===== config.mk =====
export PLATFORM = sky130hd
export DESIGN_NAME = gpl_port_latch
export DESIGN_NICKNAME = d
export VERILOG_FILES = /design/src/gpl_pkg.sv /design/src/gpl_port_latch.sv
export VERILOG_INCLUDE_DIRS = /design/src
export SDC_FILE = /design/constraint.sdc
export NUM_CORES = 1
export LEC_CHECK = 0
export BUFFER_PORTS_ARGS = -buffer_cell sky130_fd_sc_hd__buf_2
export CAP_MARGIN = 5
export CELL_PAD_IN_SITES_DETAIL_PLACEMENT = 1
export CELL_PAD_IN_SITES_GLOBAL_PLACEMENT = 1
export CORE_MARGIN = 5
export CORE_UTILIZATION = 30
export CTS_BUF_LIST = sky130_fd_sc_hd__clkbuf_8 sky130_fd_sc_hd__clkbuf_16
export DETAILED_ROUTE_END_ITERATION = 16
export PLACE_DENSITY_LB_ADDON = 0.1
export SYNTH_ARGS = -nofsm -noshare
export SYNTH_HDL_FRONTEND = slang
export SYNTH_SLANG_ARGS = --single-unit

===== constraint.sdc =====
create_clock -name clk -period 4.1 [get_ports clk]
set_input_delay 0.205 -clock clk [delete_from_list [all_inputs] [get_ports clk]]
set_output_delay 0.205 -clock clk [all_outputs]
set_load 0.03 [all_outputs]

===== src/gpl_cfg.svh =====
// constants of the general purpose port block: sfr offsets, reset values, bit ranges
// assumes one 8-bit special function register space shared with the cpu core
`ifndef GPL_CFG_SVH
`define GPL_CFG_SVH

// ==========================================================
// register offsets
`define GPL_OFS_P0      8'h80
`define GPL_OFS_P1      8'h90
`define GPL_OFS_P2      8'ha0
`define GPL_OFS_MDOUT   8'ha4
`define GPL_OFS_SKIP1   8'hd5
`define GPL_OFS_MDIN    8'hf1

// ==========================================================
// reset values
`define GPL_RST_P0      8'hff
`define GPL_RST_P1      8'hff
`define GPL_RST_P2      8'h01
`define GPL_RST_MDOUT   8'h00
`define GPL_RST_SKIP1   8'h00
`define GPL_RST_MDIN    8'hff

// ==========================================================
// field layout
`define GPL_P2_LIVE     8'h01
`define GPL_SKIP1_LIVE  8'h7f
`define GPL_BIT_IDX_W   3

`endif


===== src/gpl_pkg.sv =====
// types shared by the general purpose port block
// assumes gpl_cfg.svh is on the include path
package gpl_pkg;

	typedef logic [7:0] gpl_byte_t;

	// register targeted by a byte or bit access
	typedef enum logic [2:0] {
		GPL_SEL_NONE,
		GPL_SEL_P0,
		GPL_SEL_P1,
		GPL_SEL_P2,
		GPL_SEL_MDOUT,
		GPL_SEL_SKIP1,
		GPL_SEL_MDIN
	} gpl_sel_t;

endpackage


===== src/gpl_port_latch.sv =====
// general purpose port latches, pin read path and output drivers for ports 0..2
// assumes the cpu core gives one-cycle sfr strobes on clk and flags read-modify-write cycles
`timescale 1ns/10ps
`include "gpl_cfg.svh"

module gpl_port_latch
	import gpl_pkg::*;
#(
	parameter int PORT_W = 8
) (
	input  wire logic              clk,
	input  wire logic              rstn,
	input  wire logic              sfr_wr,
	input  wire logic              sfr_rd,
	input  wire logic [7:0]        sfr_addr,
	input  wire logic [7:0]        sfr_wdata,
	input  wire logic              sfr_bit_wr,
	input  wire logic              sfr_bit_rd,
	input  wire logic [7:0]        sfr_bit_addr,
	input  wire logic              sfr_bit_wdata,
	input  wire logic              sfr_rmw,
	output logic [7:0]             sfr_rdata_q,
	output logic                   sfr_bit_rdata_q,
	input  wire logic              crossbar_enable_bit,
	input  wire logic [PORT_W-1:0] xbar_claim0,
	input  wire logic [PORT_W-1:0] xbar_out0,
	input  wire logic [PORT_W-1:0] xbar_claim1,
	input  wire logic [PORT_W-1:0] xbar_out1,
	input  wire logic              xbar_claim2,
	input  wire logic              xbar_out2,
	input  wire logic [PORT_W-1:0] p0_pin_in,
	output logic [PORT_W-1:0]      p0_pin_out_q,
	output logic [PORT_W-1:0]      p0_pin_oe_q,
	input  wire logic [PORT_W-1:0] p1_pin_in,
	output logic [PORT_W-1:0]      p1_pin_out_q,
	output logic [PORT_W-1:0]      p1_pin_oe_q,
	input  wire logic              p2_pin_in,
	output logic                   p2_pin_out_q,
	output logic                   p2_pin_oe_q,
	output logic [7:0]             port_one_crossbar_bypass_q
);

	if (PORT_W != 8) begin : g_chk
		$error("gpl_port_latch serves byte-wide ports only");
	end

	// ==========================================================
	// decode helpers
	function automatic gpl_sel_t sel_of(input logic [7:0] a);
		case (a)
			`GPL_OFS_P0:    sel_of = GPL_SEL_P0;
			`GPL_OFS_P1:    sel_of = GPL_SEL_P1;
			`GPL_OFS_P2:    sel_of = GPL_SEL_P2;
			`GPL_OFS_MDOUT: sel_of = GPL_SEL_MDOUT;
			`GPL_OFS_SKIP1: sel_of = GPL_SEL_SKIP1;
			`GPL_OFS_MDIN:  sel_of = GPL_SEL_MDIN;
			default:        sel_of = GPL_SEL_NONE;
		endcase
	endfunction

	// next value of a latch under byte write, bit write or hold
	function automatic gpl_byte_t next_of(input gpl_byte_t cur, input logic bw,
			input logic bitw, input logic [2:0] idx, input logic val, input gpl_byte_t wd);
		gpl_byte_t r;
		r = cur;
		if (bw) begin
			r = wd;
		end else if (bitw) begin
			r[idx] = val;
		end
		next_of = r;
	endfunction

	// ==========================================================
	// pin synchronisers
	logic [7:0] p0_s1_q, p0_s2_q, p1_s1_q, p1_s2_q;
	logic       p2_s1_q, p2_s2_q;

	always_ff @(posedge clk or negedge rstn) begin
		if (!rstn) begin
			p0_s1_q <= 8'h00;
			p0_s2_q <= 8'h00;
			p1_s1_q <= 8'h00;
			p1_s2_q <= 8'h00;
			p2_s1_q <= 1'b0;
			p2_s2_q <= 1'b0;
		end else begin
			p0_s1_q <= p0_pin_in;
			p0_s2_q <= p0_s1_q;
			p1_s1_q <= p1_pin_in;
			p1_s2_q <= p1_s1_q;
			p2_s1_q <= p2_pin_in;
			p2_s2_q <= p2_s1_q;
		end
	end

	// ==========================================================
	// access decode
	gpl_sel_t   byte_sel, bit_sel;
	logic [2:0] bit_idx;
	wire logic  [7:0] bit_base = {sfr_bit_addr[7:3], 3'h0};

	assign byte_sel = sel_of(sfr_addr);
	assign bit_sel  = sel_of(bit_base);
	assign bit_idx  = sfr_bit_addr[`GPL_BIT_IDX_W-1:0];

	// only ports are bit addressable; mode registers take byte access only
	wire logic bw_p0 = sfr_wr && byte_sel == GPL_SEL_P0;
	wire logic bw_p1 = sfr_wr && byte_sel == GPL_SEL_P1;
	wire logic bw_p2 = sfr_wr && byte_sel == GPL_SEL_P2;
	wire logic bt_p0 = sfr_bit_wr && bit_sel == GPL_SEL_P0;
	wire logic bt_p1 = sfr_bit_wr && bit_sel == GPL_SEL_P1;
	wire logic bt_p2 = sfr_bit_wr && bit_sel == GPL_SEL_P2;

	// ==========================================================
	// output latches and mode registers
	gpl_byte_t p0_q, p1_q, p2_q, mdout_q, mdin_q;
	gpl_byte_t p0_d, p1_d, p2_d;

	assign p0_d = next_of(p0_q, bw_p0, bt_p0, bit_idx, sfr_bit_wdata, sfr_wdata);
	assign p1_d = next_of(p1_q, bw_p1, bt_p1, bit_idx, sfr_bit_wdata, sfr_wdata);
	assign p2_d = next_of(p2_q, bw_p2, bt_p2, bit_idx, sfr_bit_wdata, sfr_wdata)
		& `GPL_P2_LIVE;

	always_ff @(posedge clk or negedge rstn) begin
		if (!rstn) begin
			p0_q <= `GPL_RST_P0;
			p1_q <= `GPL_RST_P1;
			p2_q <= `GPL_RST_P2;
		end else begin
			p0_q <= p0_d;
			p1_q <= p1_d;
			p2_q <= p2_d;
		end
	end

	always_ff @(posedge clk or negedge rstn) begin
		if (!rstn) begin
			mdout_q                    <= `GPL_RST_MDOUT;
			mdin_q                     <= `GPL_RST_MDIN;
			port_one_crossbar_bypass_q <= `GPL_RST_SKIP1;
		end else if (sfr_wr) begin
			if (byte_sel == GPL_SEL_MDOUT) begin
				mdout_q <= sfr_wdata;
			end
			if (byte_sel == GPL_SEL_MDIN) begin
				mdin_q <= sfr_wdata;
			end
			if (byte_sel == GPL_SEL_SKIP1) begin
				port_one_crossbar_bypass_q <= sfr_wdata & `GPL_SKIP1_LIVE;
			end
		end
	end

	// ==========================================================
	// read path
	// analog-configured port 0 pins read as zero; port 2 has a single pin
	gpl_byte_t p0_pins, p1_pins, p2_pins;
	assign p0_pins = p0_s2_q & mdin_q;
	assign p1_pins = p1_s2_q;
	assign p2_pins = {7'h00, p2_s2_q};

	function automatic gpl_byte_t read_of(input gpl_sel_t s, input logic rmw,
			input gpl_byte_t l0, input gpl_byte_t l1, input gpl_byte_t l2,
			input gpl_byte_t i0, input gpl_byte_t i1, input gpl_byte_t i2,
			input gpl_byte_t md, input gpl_byte_t mi, input gpl_byte_t sk);
		case (s)
			GPL_SEL_P0:    read_of = rmw ? l0 : i0;
			GPL_SEL_P1:    read_of = rmw ? l1 : i1;
			GPL_SEL_P2:    read_of = rmw ? l2 : i2;
			GPL_SEL_MDOUT: read_of = md;
			GPL_SEL_MDIN:  read_of = mi;
			GPL_SEL_SKIP1: read_of = sk;
			default:       read_of = 8'h00;
		endcase
	endfunction

	// the core flags and/or/xor, jbc, cpl, inc, dec, djnz and bit mov/clr/setb as rmw
	gpl_byte_t byte_rd_val, bit_rd_byte;
	assign byte_rd_val = read_of(byte_sel, sfr_rmw, p0_q, p1_q, p2_q, p0_pins, p1_pins,
		p2_pins, mdout_q, mdin_q, port_one_crossbar_bypass_q);
	assign bit_rd_byte = read_of(bit_sel, sfr_rmw, p0_q, p1_q, p2_q, p0_pins, p1_pins,
		p2_pins, mdout_q, mdin_q, port_one_crossbar_bypass_q);

	always_ff @(posedge clk or negedge rstn) begin
		if (!rstn) begin
			sfr_rdata_q     <= 8'h00;
			sfr_bit_rdata_q <= 1'b0;
		end else begin
			if (sfr_rd) begin
				sfr_rdata_q <= byte_rd_val;
			end
			if (sfr_bit_rd) begin
				sfr_bit_rdata_q <= bit_rd_byte[bit_idx];
			end
		end
	end

	// ==========================================================
	// output drivers
	// crossbar-claimed pins take the peripheral level; the rest take the latch
	gpl_byte_t p0_val, p1_val;
	logic      p2_val;
	assign p0_val = (xbar_claim0 & xbar_out0) | (~xbar_claim0 & p0_q);
	assign p1_val = (xbar_claim1 & xbar_out1) | (~xbar_claim1 & p1_q);
	assign p2_val = xbar_claim2 ? xbar_out2 : p2_q[0];

	// ports 1 and 2 carry no drive mode register here, so they stay open-drain
	gpl_byte_t p0_oe_d, p1_oe_d;
	logic      p2_oe_d;
	assign p0_oe_d = {8{crossbar_enable_bit}} & mdin_q & (mdout_q | ~p0_val);
	assign p1_oe_d = {8{crossbar_enable_bit}} & ~p1_val;
	assign p2_oe_d = crossbar_enable_bit & ~p2_val;

	always_ff @(posedge clk or negedge rstn) begin
		if (!rstn) begin
			p0_pin_out_q <= 8'h00;
			p0_pin_oe_q  <= 8'h00;
			p1_pin_out_q <= 8'h00;
			p1_pin_oe_q  <= 8'h00;
			p2_pin_out_q <= 1'b0;
			p2_pin_oe_q  <= 1'b0;
		end else begin
			p0_pin_out_q <= p0_val;
			p0_pin_oe_q  <= p0_oe_d;
			p1_pin_out_q <= p1_val;
			p1_pin_oe_q  <= p1_oe_d;
			p2_pin_out_q <= p2_val;
			p2_pin_oe_q  <= p2_oe_d;
		end
	end

	// ==========================================================
	// assertions
	property p_byte_write_latches;
		@(posedge clk) disable iff (!rstn)
		(sfr_wr && sfr_addr == `GPL_OFS_P0) |=> (p0_q == $past(sfr_wdata));
	endproperty
	a_byte_write_latches: assert property (p_byte_write_latches)
		else $error("port 0 latch missed a byte write");

	property p_latch_holds;
		@(posedge clk) disable iff (!rstn)
		(!bw_p0 && !bt_p0) |=> $stable(p0_q);
	endproperty
	a_latch_holds: assert property (p_latch_holds)
		else $error("port 0 latch changed without a write");

	property p_bit_write_one_bit;
		@(posedge clk) disable iff (!rstn)
		(bt_p0 && !bw_p0) |=> (p0_q[$past(bit_idx)] == $past(sfr_bit_wdata))
			&& ((p0_q ^ $past(p0_q)) & ~(8'h01 << $past(bit_idx))) == 8'h00;
	endproperty
	a_bit_write_one_bit: assert property (p_bit_write_one_bit)
		else $error("bit write disturbed other port bits");

	property p_plain_read_pins;
		@(posedge clk) disable iff (!rstn)
		(sfr_rd && !sfr_rmw && sfr_addr == `GPL_OFS_P1) |=> sfr_rdata_q == $past(p1_s1_q, 2);
	endproperty
	a_plain_read_pins: assert property (p_plain_read_pins)
		else $error("plain port read did not return pin levels");

	property p_rmw_read_latch;
		@(posedge clk) disable iff (!rstn)
		(sfr_rd && sfr_rmw && sfr_addr == `GPL_OFS_P0) |=> sfr_rdata_q == $past(p0_q);
	endproperty
	a_rmw_read_latch: assert property (p_rmw_read_latch)
		else $error("read-modify-write read did not return latch");

	property p_rmw_bit_latch;
		@(posedge clk) disable iff (!rstn)
		(sfr_bit_rd && sfr_rmw && bit_sel == GPL_SEL_P1)
			|=> sfr_bit_rdata_q == $past(p1_q[bit_idx]);
	endproperty
	a_rmw_bit_latch: assert property (p_rmw_bit_latch)
		else $error("bit read-modify-write did not read latch");

	property p_xbar_off_no_drive;
		@(posedge clk) disable iff (!rstn)
		!crossbar_enable_bit |=> p0_pin_oe_q == 8'h00 && p1_pin_oe_q == 8'h00 && !p2_pin_oe_q;
	endproperty
	a_xbar_off_no_drive: assert property (p_xbar_off_no_drive)
		else $error("driver enabled while crossbar disabled");

	property p_push_pull;
		@(posedge clk) disable iff (!rstn)
		(crossbar_enable_bit && mdout_q[0] && mdin_q[0]) |=> p0_pin_oe_q[0];
	endproperty
	a_push_pull: assert property (p_push_pull)
		else $error("push-pull pin not driven");

	property p_open_drain_high;
		@(posedge clk) disable iff (!rstn)
		(!mdout_q[0] && !xbar_claim0[0] && p0_q[0]) |=> !p0_pin_oe_q[0];
	endproperty
	a_open_drain_high: assert property (p_open_drain_high)
		else $error("open-drain pin drove a high level");

	property p_gpio_out;
		@(posedge clk) disable iff (!rstn)
		(!xbar_claim1[3]) |=> p1_pin_out_q[3] == $past(p1_q[3]);
	endproperty
	a_gpio_out: assert property (p_gpio_out)
		else $error("unclaimed pin does not follow latch");

	cover property (@(posedge clk) disable iff (!rstn) bw_p0 ##1 sfr_rd && sfr_rmw);
	cover property (@(posedge clk) disable iff (!rstn) bt_p2 ##1 sfr_bit_rd);
	cover property (@(posedge clk) disable iff (!rstn)
		crossbar_enable_bit && (p0_oe_d != 8'h00) ##1 !crossbar_enable_bit);

endmodule


# After elaboration in Yosys (flattened, before gate mapping)
# Cells that the tools add are included.
# totals
ff_bits	117
latchBits	0
ram_bits	0
romBits	0
in_bits	84
out_inout_bits	51
wordCells	94
memories	0
# op_classes
add_sub_neg	0
mul	0
div_mod_pow	0
n_lt_le_gt_ge	2
eq_ne	21
shifts	0
muxes	21
bitwise_logic	17
n_reduce_logical	13
# ops
operator	n
8-bit case mux with 6 select lines	2
8-bit AND	8
8-bit equality test (second input constant)	6
8-bit 2-to-1 mux	6
8-bit inverter	4
8-bit bitwise mux	3
8-bit OR	3
3-bit equality test (second input constant)	6
3-bit case mux with 6 select lines	1
5-bit equality test (second input constant)	3
3-bit by 2-bit equality test with 1-bit output (second input constant)	4
1-bit logical AND	7
3-bit by 1-bit equality test with 1-bit output (second input constant)	2
1-bit 2-to-1 mux	6
2-bit case mux with 3 select lines	1
2-bit AND reduction	3
2-bit nonzero test	3
3-bit by 4-bit less-than comparator with 1-bit output (second input constant)	1
1-bit binary-select mux with 3-bit select	1
1-bit demux with 3-bit select	1
3-bit by 1-bit greater-or-equal comparator with 1-bit output (second input constant)	1
1-bit AND	1
1-bit inverter	1

# Logic depth before layout (Yosys ltp)
# Gate-level depths: netlist of the first run.
# logic_depth
depth_word	7
depth_mapped	7
depth_no_buf	5

# Worst setup path after synthesis of the first run
# No wires, ideal clock.
# synth_timing
path_type	register -> register
startpoint	register p0_s2_q[0]
endpoint	register sfr_rdata_q[0]
setup_ns	0.138
arrival_time_ns	1.515
t_required_ns	3.962
slack_ns	2.446
path_stages_with_launch	6
n_path_buf	0
period_less_slack_ns	1.654
cell_sequence	dfrtp_1 > and2_4 > mux4_2 > a22o_1 > a222oi_1 > o22ai_1
# synth_via
elab_chain_len	3
# synth_rtl
element	line_no	text
start: declaration	gpl_port_latch.sv:76	logic [7:0] p0_s1_q, p0_s2_q, p1_s1_q, p1_s2_q;
start signal: assignment	gpl_port_latch.sv:89	p0_s2_q <= p0_s1_q;
8-bit AND	gpl_port_latch.sv:159	assign p0_pins = p0_s2_q & mdin_q;
8-bit 2-to-1 mux	gpl_port_latch.sv:168	GPL_SEL_P0: read_of = rmw ? l0 : i0;
8-bit case mux with 6 select lines	gpl_port_latch.sv:167	case (s)
end signal: assignment	gpl_port_latch.sv:191	sfr_rdata_q <= byte_rd_val;
end: declaration	gpl_port_latch.sv:22	output logic [7:0] sfr_rdata_q,
# Every way passes these cells.
# A chain may end at the register's enable or synchronous reset.

# Worst setup path after layout of the first run
# layout_timing
startpoint	register mdin_q[0]
endpoint	register sfr_rdata_q[0]
# layout_via
elab_chain_len	3
# layout_rtl
element	line_no	text
start: declaration	gpl_port_latch.sv:117	gpl_byte_t p0_q, p1_q, p2_q, mdout_q, mdin_q;
start signal: assignment	gpl_port_latch.sv:140	mdin_q <= `GPL_RST_MDIN;
start signal: assignment	gpl_port_latch.sv:147	mdin_q <= sfr_wdata;
8-bit AND	gpl_port_latch.sv:159	
8-bit 2-to-1 mux	gpl_port_latch.sv:168	
8-bit case mux with 6 select lines (*)	gpl_port_latch.sv:167	
# Mark *: on every way between the ends. The rest lies on a longest branch, timed or not.

==> results of run 1 <==
==> flip-flops by register name, summed over array words and instances (netlist names), 7 cells and up <==
signal                      flops
p1_q                            8
p1_pin_out_q                    8
p0_pin_oe_q                     8
p0_pin_out_q                    8
sfr_rdata_q                     8
p0_s2_q                         8
p0_q                            8
p0_s1_q                         8
mdout_q                         8
mdin_q                          8
p1_pin_oe_q                     8
port_one_crossbar_bypass_q      7
p1_s1_q                         8
p1_pins                         8
==> worst register-to-register path: stages, from the launching register on <==
cell and delay, ns:
sky130_fd_sc_hd__dfstp_2 0.40, sky130_fd_sc_hd__and2_4 0.14, sky130_fd_sc_hd__mux4_2 0.46, sky130_fd_sc_hd__a22o_1 0.24
sky130_fd_sc_hd__a222oi_1 0.29, sky130_fd_sc_hd__o22ai_1 0.11
==> cell type report <==
type                       count  share of cell area
clock inverter                14             0.02226
timing repair buffer         153              0.1291
inverter                      18             0.01010
tap                          220             0.04116
clock buffer                  17             0.06361
multi-input combinational    267              0.2913
sequential                   117              0.4425
==> final timing paths <==
kind                       slack, ns              end          from  cells past startpoint
max                             2.31   sfr_rdata_q[0]     mdin_q[0]                      5
min reg2reg                     0.35       p0_s2_q[1]    p0_s1_q[1]                      0
max in group asynchronous       2.49        mdin_q[6]          rstn                      3
min                             0.03  p1_pin_out_q[4]  xbar_out1[4]                      2
max reg2reg                     2.31   sfr_rdata_q[0]     mdin_q[0]                      5
min in group asynchronous       0.50   p1_pin_oe_q[3]          rstn                      2
==> power by group through the flow <==
stage / sequential (W) / clock [W] / combinational, W
finish: 0.00130 / 0.00145 / 0.000335
global route: 0.00131 / 0.00154 / 0.000367
CTS: 0.00130 / 0.00149 / 0.000342
detailed placement: 0.00132 / 0 / 0.000327
global placement: 0.00132 / 0 / 0.000321
floorplan: 0.00135 / 0 / 0.000126
==> stage by stage <==
stage	utilization	area (µm²)
6_report	0.4033	6688
5_1_grt	0.4033	6688
3_5_place_dp	0.3578	5933
2_1_floorplan	-	5082
3_3_place_gp	0.3578	5933
4_1_cts	0.4033	6688
==> layer usage <==
metal | global-route usage | vias to the layer above
li1 | - | 1817
met3 | 0.04601 | 22
met2 | 0.2749 | 107
met1 | 0.2188 | 1994
met5 | 0 | -
met4 | 0.06884 | 0
==> timing repair <==
action | in CTS | in global routing
setup endpoints to repair | 0 | 0
resized for setup | 0 | 0
setup buffers | 0 | 0
hold endpoints to repair | 38 | 0
hold buffers | 18 | 0
==> cell families (layout without fill, tap and decap cells) <==
| family | after synthesis | after routing | share of synthesized area |
|---|---|---|---|
| compound gates | 76 | 76 | 0.1004 |
| buf+inv | 40 | 202 | 0.03447 |
| flops | 117 | 117 | 0.5822 |
| mux | 69 | 69 | 0.1541 |
| other cells | 1 | 1 | 0.0007378 |
| simple gates | 121 | 121 | 0.1280 |
==> Yosys cell counts, types with 4 or more instances <==
| cell | instances | area share |
|---|---|---|
| sky130_fd_sc_hd__a221oi_1 | 5 | 0.0086 |
| sky130_fd_sc_hd__o22ai_1 | 12 | 0.015 |
| sky130_fd_sc_hd__clkbuf_1 | 10 | 0.0074 |
| sky130_fd_sc_hd__a22oi_1 | 6 | 0.0089 |
| sky130_fd_sc_hd__and3b_1 | 10 | 0.017 |
| sky130_fd_sc_hd__buf_4 | 4 | 0.0059 |
| sky130_fd_sc_hd__mux2_2 | 50 | 0.11 |
| sky130_fd_sc_hd__nand2_1 | 24 | 0.018 |
| sky130_fd_sc_hd__dfstp_2 | 25 | 0.13 |
| sky130_fd_sc_hd__inv_1 | 17 | 0.013 |
| sky130_fd_sc_hd__dfrtp_1 | 92 | 0.45 |
| sky130_fd_sc_hd__nor2b_1 | 4 | 0.0049 |
| sky130_fd_sc_hd__and2_1 | 6 | 0.0074 |
| sky130_fd_sc_hd__nand4_1 | 4 | 0.0049 |
| sky130_fd_sc_hd__nor2_1 | 36 | 0.027 |
| sky130_fd_sc_hd__buf_2 | 8 | 0.0079 |
| sky130_fd_sc_hd__mux2i_1 | 16 | 0.032 |
| sky130_fd_sc_hd__o211ai_1 | 5 | 0.0074 |
| sky130_fd_sc_hd__a21oi_1 | 27 | 0.027 |
| sky130_fd_sc_hd__nand3_1 | 18 | 0.018 |
==> impl_metrics.json, run 1 <==
{
  "placeableCoreArea_mm2": 0.01658,
  "cp_top_family": "compound AO/OA/AOI/OAI gates",
  "area_growth_from_synthesis_to_final_layout_pct": 31.59,
  "design.portCount": 135,
  "report.power.total_w": 0.003084,
  "die_h_um": 140.2,
  "grt_usage": 0.1708,
  "async_flop_share": 1.000,
  "clk_transition_reported_paths_ns": 0.06,
  "critPathMaxFanout": 4,
  "antenna-diode-count": 0,
  "worstSkewPairLatency_ns": 0.42,
  "ys.flop_type": "sky130_fd_sc_hd__dfrtp_1",
  "worst_slew_margin_rel": 0.3360,
  "first_global_vias": 4441,
  "layoutNonFillerInstCount": 806,
  "cts_root_buffer": "sky130_fd_sc_hd__clkbuf_16",
  "share_of_the_cycle_needed_by_the_critical_path_after_routing": 0.4374,
  "clkSinkCount": 117,
  "worst_path_max_delay_cell": "sky130_fd_sc_hd__mux4_2",
  "dr_total_vias": 3940,
  "sequential_cell_area_mm2": 0.002959,
  "final_number_of_max_transition_violations": 0,
  "drv_cap": 0,
  "worst_setup_slack_post_dpl_ns": 2.099,
  "layout_min_cycle_time_ns": 1.793,
  "maxClockFrequency_mhz": 557.7,
  "number_of_buffers_added_by_the_clock_tree_synthesis_step": 17,
  "cts_max_path_buffers": 2,
  "clock_power_share": 0.471,
  "top_layer": "met4",
  "power.sequential.fraction": 0.420,
  "synth-edff-count": 0,
  "area_of_the_mapped_netlist_mm2": 0.005082,
  "setup_repair_after_global_routing_missed_its_margin": "no",
  "ys_seq_elements": 117,
  "globalRouteOverflowTotal": 0,
  "wl_met3_um": 836,
  "peakVddDrop_mv": 0.2715,
  "first_pass_iters": 4,
  "hold_ws_ns": 0.03461,
  "power_per_cell_area_mw_per_mm2": 461.1,
  "worst-slew-pin-transition_ns": 0.9960,
  "cts_tree": "yes",
  "run_status": "complete, no violations",
  "cp-start-kind": "flip-flop",
  "floorplan.rows": 47,
  "route.final.wire_length_mm": 16.17,
  "detailed_routed_wire_length_on_met2_mm": 7.828,
  "synthesis.yosys.warnings": 0,
  "die_area_mm2": 0.01964,
  "nets": 658,
  "drc_violations": 0,
  "worstPathCellList": "and2_4, mux4_2, a22o_1, a222oi_1, o22ai_1",
  "cts.htree.levels": 4,
  "power_leakage_nw": 3.172,
  "ys_seq_area_frac": 0.5822,
  "power_frac_comb": 0.109,
  "switching_share_of_total_power": 0.2489,
  "hpwlAfterDp_mm": 12.05,
  "gp_routability_congestion": 0.7954,
  "wl_per_cell_um": 20.06,
  "buf_inv_on_cp": 0,
  "criticalPathCategory": "flip-flop to flip-flop",
  "synth.lib_cells_used.distinct": 51,
  "final-setup-viol-count": 0,
  "setup.worst_path.end_class": "flip-flop",
  "fillerInstances": 1863,
  "multi_input_area_mm2": 0.001948,
  "route.antenna.remaining_nets": 0,
  "layout_commonest_cell": "sky130_fd_sc_hd__buf_2",
  "maximum_number_of_pins_on_one_net_before_global_route_repair": 80,
  "worstPathArrival_ns": 2.07,
  "internal_power_w": 0.002316,
  "routedLengthMet1_mm": 7.141,
  "skew_ns": 0.005931,
  "initialDrtViolationCount": 235,
  "antenna_found_initial": 0,
  "worstHoldPathType": "input port to flip-flop",
  "placedCellCount": 757,
  "syn_area_per_cell_um2": 11.99,
  "finalHoldViolCount": 0,
  "post_synth_inst_count": 424,
  "critical-path-max-stage-delay_ns": 0.46,
  "initial_utilization": 0.3065,
  "most-common-layout-cells": "sky130_fd_sc_hd__buf_2, sky130_fd_sc_hd__dfrtp_1, sky130_fd_sc_hd__mux2_2",
  "synth_fp_nets": 508,
  "switching_power_w": 0.0007676,
  "final.setup.worst_slack_ns": 2.307,
  "portbufs": 133,
  "floorplan.die.width_um": 140.2,
  "grt_first_pass_wirelength_mm": 25.63,
  "post_route_cells_drive_above_1_share": 0.4232,
  "cp.required_ns": 4.37,
  "avgViaCountPerCell": 4.888,
  "finalSetupTns_ns": 0
}
No activity file was read; power rests on OpenSTA's default activity.
==> inputs of run 2 (changes only) <==
==> constraint.sdc (replaced) <==
create_clock -name clk -period 1.68 [get_ports clk]
set_input_delay 0.084 -clock clk [delete_from_list [all_inputs] [get_ports clk]]
set_output_delay 0.084 -clock clk [all_outputs]
set_load 0.03 [all_outputs]
==> run 2 against run 1 <==
Net effect:
- the run now ends with setup timing left
- worst hold slack got worse by 0.0053 ns
- sequential power increased by 140%
- utilization increased by 4.4 points
- critical path type unchanged
- largest cell class unchanged
- largest power group unchanged
==> impl_metrics.json, run 2 (synthesized netlist as in run 1, its figures left out) <==
{
  "worstHoldPathType": "input port to flip-flop",
  "wl_per_cell_um": 18.90,
  "drv_cap": 0,
  "die_h_um": 140.2,
  "run_status": "finished, violations left",
  "power_frac_comb": 0.125,
  "route.antenna.remaining_nets": 0,
  "layout_commonest_cell": "sky130_fd_sc_hd__buf_2",
  "grt_usage": 0.1743,
  "clock_power_share": 0.471,
  "critPathMaxFanout": 2,
  "floorplan.rows": 47,
  "globalRouteOverflowTotal": 0,
  "hold_ws_ns": 0.02933,
  "antenna-diode-count": 0,
  "setup_repair_after_global_routing_missed_its_margin": "yes",
  "share_of_the_cycle_needed_by_the_critical_path_after_routing": 1.042,
  "first_global_vias": 4700,
  "worst_slew_margin_rel": 0.5885,
  "portbufs": 133,
  "clkSinkCount": 117,
  "final_number_of_max_transition_violations": 0,
  "layoutNonFillerInstCount": 882,
  "finalHoldViolCount": 0,
  "cts_post_setup_buffers_inserted": 0,
  "power_leakage_nw": 3.538,
  "initialDrtViolationCount": 158,
  "die_area_mm2": 0.01964,
  "most-common-layout-cells": "sky130_fd_sc_hd__buf_2, sky130_fd_sc_hd__dfrtp_1, sky130_fd_sc_hd__dlygate4sd3_1",
  "worst-slew-pin-transition_ns": 0.6173,
  "worstPathArrival_ns": 2.03,
  "antenna_found_initial": 0,
  "switching_share_of_total_power": 0.2496,
  "post_route_cells_drive_above_1_share": 0.4320,
  "floorplan.die.width_um": 140.2,
  "dr_total_vias": 4189,
  "maximum_number_of_pins_on_one_net_before_global_route_repair": 118,
  "area_growth_from_synthesis_to_final_layout_pct": 45.96,
  "failed_checks": "setup timing",
  "number_of_buffers_added_by_the_clock_tree_synthesis_step": 17,
  "cts_max_path_buffers": 2,
  "internal_power_w": 0.005852,
  "grt_first_pass_wirelength_mm": 26.48,
  "hpwlAfterDp_mm": 12.05,
  "cts_root_buffer": "sky130_fd_sc_hd__clkbuf_16",
  "final.setup.worst_slack_ns": -0.07097,
  "route.final.wire_length_mm": 16.67,
  "gp_routability_congestion": 0.8222,
  "placedCellCount": 790,
  "setup.worst_path.end_class": "flip-flop",
  "skew_ns": 0.007309,
  "maxClockFrequency_mhz": 571.1,
  "cts_tree": "yes",
  "criticalPathCategory": "flip-flop to flip-flop",
  "placeableCoreArea_mm2": 0.01658,
  "power.sequential.fraction": 0.405,
  "power_per_cell_area_mw_per_mm2": 1051,
  "peakVddDrop_mv": 0.6930,
  "finish.instance_area_mm2": 0.007418,
  "design.portCount": 135,
  "worstSkewPairLatency_ns": 0.42,
  "initial_utilization": 0.3065,
  "avgViaCountPerCell": 4.749,
  "nets": 733,
  "cp.required_ns": 1.96,
  "first_pass_iters": 4,
  "placement.cell_area_mm2": 0.006206,
  "cp-start-kind": "flip-flop",
  "final-setup-viol-count": 1,
  "layout_min_cycle_time_ns": 1.751,
  "clk_transition_reported_paths_ns": 0.06,
  "worst_setup_slack_post_dpl_ns": -0.1575,
  "cts.htree.levels": 4,
  "switching_power_w": 0.001946,
  "drc_violations": 0
}
[run 2: final cells by class]
| class | count | area (µm²) |
|---|---|---|
| tap | 220 | 275.3 |
| clock inverter | 14 | 160.2 |
| timing repair buffer | 228 | 1556 |
| clock buffer | 18 | 439.2 |
| multi-input combinational | 267 | 1961 |
| inverter | 18 | 67.56 |
| fill | 1845 | 9165 |
| sequential | 117 | 2959 |
[run 2: power by group through the flow]
| stage | sequential [W] | clock (W) | combinational, W |
|---|---|---|---|
| 6_report | 0.00316 | 0.00367 | 0.000973 |
| 5_1_grt | 0.00318 | 0.00390 | 0.00106 |
| 4_1_cts | 0.00316 | 0.00376 | 0.000984 |
| 3_5_place_dp | 0.00320 | 0 | 0.000841 |
| 3_3_place_gp | 0.00320 | 0 | 0.000822 |
| 2_1_floorplan | 0.00330 | 0 | 0.000307 |
[run 2: per-layer routing]
layer,vias up,global-route usage,share of wire
li1,1967,-,-
met1,2108,0.2234,0.44
met2,105,0.2928,0.50
met3,9,0.04738,0.043
met4,0,0.04386,0.010
met5,-,0,0
[run 2: worst max-delay path, stage by stage (launching register included)]
cell and delay [ns]:
sky130_fd_sc_hd__dfstp_2 0.36, sky130_fd_sc_hd__and2_4 0.14, sky130_fd_sc_hd__mux4_2 0.44, sky130_fd_sc_hd__a22o_1 0.23
sky130_fd_sc_hd__a222oi_1 0.32, sky130_fd_sc_hd__o22ai_1 0.12
[run 2: path summary, 6_finish.rpt]
check | startpoint | end | slack, ns | depth (start not counted)
worst max-delay path | mdin_q[0] | sfr_rdata_q[0] | -0.07 | 5
worst min-delay path | sfr_rd | sfr_rdata_q[6] | 0.03 | 2
worst max register to register | mdin_q[0] | sfr_rdata_q[0] | -0.07 | 5
worst min register to register | p2_s1_q | p2_s2_q | 0.35 | 0
max in group asynchronous | rstn | mdout_q[1] | 0.92 | 3
min in group asynchronous | rstn | p1_pin_out_q[5] | 0.31 | 3
[run 2: metrics by stage]
stage	util	setup TNS, ns	total power (W)
floorplan	-	0	0.003611
global placement	0.3742	-0.5899	0.004026
detailed placement	0.3742	-0.5905	0.004045
CTS	0.4466	-0.06548	0.007902
global route	0.4473	-0.1678	0.008128
finish	0.4473	-0.07097	0.007798
[run 2: what timing repair did]
| item | CTS | global route |
|---|---|---|
| cloned | 0 | 0 |
| hold buffers | 60 | 0 |
| setup endpoints to repair | 2 | 4 |
| gates resized for setup | 0 | 2 |
| pin swaps | 4 | 0 |
| hold endpoints to repair | 175 | 0 |
==> inputs of run 3 (changes only) <==
--- a/config.mk
+++ b/config.mk
@@ -6,6 +6,7 @@
 export SDC_FILE = /design/constraint.sdc
 export NUM_CORES = 1
 export LEC_CHECK = 0
+export ABC_CLOCK_PERIOD_IN_PS = 1680
 export BUFFER_PORTS_ARGS = -buffer_cell sky130_fd_sc_hd__buf_2
 export CAP_MARGIN = 5
 export CELL_PAD_IN_SITES_DETAIL_PLACEMENT = 1
==> constraint.sdc (replaced) <==
create_clock -name clk -period 1.68 [get_ports clk]
set_input_delay 0.504 -clock clk [delete_from_list [all_inputs] [get_ports clk]]
set_output_delay 0.504 -clock clk [all_outputs]
set_load 0.03 [all_outputs]
==> run 3 against run 2 <==
Net effect:
- highest routed layer is now met5
- global-route usage is 0.084 points lower
- wire length is 2.4% lower
- cell count is 4.6% lower
- clock skew is 0.0020 ns higher
- flip-flop and latch count stayed put
- register-to-register slack worse by 0.16 ns
- clock-buffer cell count is 2 higher
- the run still ends with setup timing left
- fmax is 8.4% lower
- critical endpoint unchanged
- largest power group unchanged
- via count is 3.0% lower
- worst hold slack better by 0.16 ns
- design area is 6.1% lower
- die area stayed put
==> impl_metrics.json, run 3 (synthesized netlist as in run 1, its figures left out) <==
{
  "cts_tree": "yes",
  "power_per_cell_area_mw_per_mm2": 1064,
  "cp.required_ns": 1.95,
  "number_of_buffers_added_by_the_clock_tree_synthesis_step": 17,
  "initial_utilization": 0.3065,
  "globalRouteOverflowTotal": 0,
  "cts_root_buffer": "sky130_fd_sc_hd__clkbuf_16",
  "finalHoldViolCount": 0,
  "maximum_number_of_pins_on_one_net_before_global_route_repair": 48,
  "floorplan.die.width_um": 140.2,
  "wl_per_cell_um": 19.35,
  "placeableCoreArea_mm2": 0.01658,
  "route.antenna.remaining_nets": 0,
  "grt_first_pass_wirelength_mm": 26.09,
  "post_route_cells_drive_above_1_share": 0.4895,
  "dr_total_vias": 4063,
  "avgViaCountPerCell": 4.831,
  "die_h_um": 140.2,
  "die_area_mm2": 0.01964,
  "critPathMaxFanout": 2,
  "most-common-layout-cells": "sky130_fd_sc_hd__buf_2, sky130_fd_sc_hd__dfrtp_1, sky130_fd_sc_hd__buf_4",
  "worstHoldPathType": "input port to flip-flop",
  "power_leakage_nw": 3.378,
  "cts.htree.levels": 4,
  "peakVddDrop_mv": 0.6840,
  "cp-start-kind": "flip-flop",
  "finish.instance_area_mm2": 0.006963,
  "failed_checks": "setup timing",
  "share_of_the_cycle_needed_by_the_critical_path_after_routing": 1.137,
  "critical-path-max-stage-delay_ns": 0.45,
  "first_global_vias": 4702,
  "design.portCount": 135,
  "floorplan.rows": 47,
  "worstPathCellList": "and2_4, mux4_2, a22o_1, a222oi_1, o22ai_1",
  "skew_ns": 0.009275,
  "final.setup.worst_slack_ns": -0.2309,
  "layout_commonest_cell": "sky130_fd_sc_hd__buf_2",
  "portbufs": 133,
  "initialDrtViolationCount": 157,
  "finalSetupTns_ns": -0.2344,
  "run_status": "finished, violations left",
  "nets": 692,
  "gp_routability_congestion": 0.8492,
  "hpwlAfterDp_mm": 12.78,
  "hold_ws_ns": 0.1848,
  "final-setup-viol-count": 2,
  "antenna_found_initial": 1,
  "first_pass_iters": 5,
  "worstSkewPairLatency_ns": 0.42,
  "area_growth_from_synthesis_to_final_layout_pct": 37.00,
  "final_number_of_max_transition_violations": 0,
  "placement.cell_area_mm2": 0.006396,
  "cts_max_path_buffers": 2,
  "criticalPathCategory": "flip-flop to flip-flop",
  "worst_path_max_delay_cell": "sky130_fd_sc_hd__mux4_2",
  "drv_cap": 0,
  "maxClockFrequency_mhz": 523.3,
  "clkSinkCount": 117,
  "grt_usage": 0.1734,
  "clk_transition_reported_paths_ns": 0.06,
  "setup.worst_path.end_class": "flip-flop",
  "antenna-diode-count": 0,
  "route.final.wire_length_mm": 16.27,
  "setup_repair_after_global_routing_missed_its_margin": "yes",
  "layout_min_cycle_time_ns": 1.911,
  "worstPathArrival_ns": 2.18,
  "drc_violations": 0
}
run 3: per-layer routing:
layer | GRT usage | wire length, µm
met1 | 0.2107 | 6820
met2 | 0.2969 | 8355
met3 | 0.04635 | 754
met4 | 0.06119 | 326
met5 | 0 | 18
run 3: per-stage QoR:
step | utilization | setup WS, ns | total power [W] | instances
2_1_floorplan | - | -0.04690 | 0.003624 | 424
3_3_place_gp | 0.3857 | -0.4119 | 0.004074 | 808
3_5_place_dp | 0.3857 | -0.4385 | 0.004095 | 808
4_1_cts | 0.4198 | -0.2086 | 0.007517 | 841
5_1_grt | 0.4199 | -0.2867 | 0.007743 | 841
6_report | 0.4199 | -0.2309 | 0.007408 | 841
run 3: path summary, 6_finish.rpt:
| path | from | end | slack, ns | depth (start not counted) |
|---|---|---|---|---|
| max reg2reg | p0_s2_q[0] | sfr_rdata_q[0] | -0.23 | 5 |
| max in group asynchronous | rstn | p0_q[1] | 0.60 | 3 |
| max | p0_s2_q[0] | sfr_rdata_q[0] | -0.23 | 5 |
| min in group asynchronous | rstn | p1_pin_out_q[7] | 0.50 | 2 |
| min | p0_pin_in[6] | p0_s1_q[6] | 0.18 | 1 |
| min reg2reg | p0_s1_q[5] | p0_s2_q[5] | 0.35 | 0 |
run 3: final cells by class:
type | count | area (µm²)
multi-input combinational | 267 | 1979
clock inverter | 12 | 88.84
timing repair buffer | 187 | 1126
clock buffer | 20 | 466.7
inverter | 18 | 67.56
sequential | 117 | 2959
fill | 1855 | 9620
tap | 220 | 275.3
run 3: power breakdown:
group	internal [W]	switching (W)	leakage, nW
clock network	0.00211	0.00126	0.281
logic	0.000364	0.000513	1.67
registers	0.00305	0.000109	1.42
run 3: critical path, delay by kind of cell, from the launching register on:
kind,cells,cell delay [ns]
AO/OA/AOI/OAI,3,0.81
multiplexers,1,0.45
flip-flops,1,0.36
AND/OR/NAND/NOR,1,0.15
run 3: timing repair:
item                       CTS  global route
hold endpoints to repair    10             0
pin swaps                    2             2
setup endpoints to repair    2            12
cloned                       0             0
setup buffers                0             0
hold buffers                 1             0
gates resized for setup      0             2
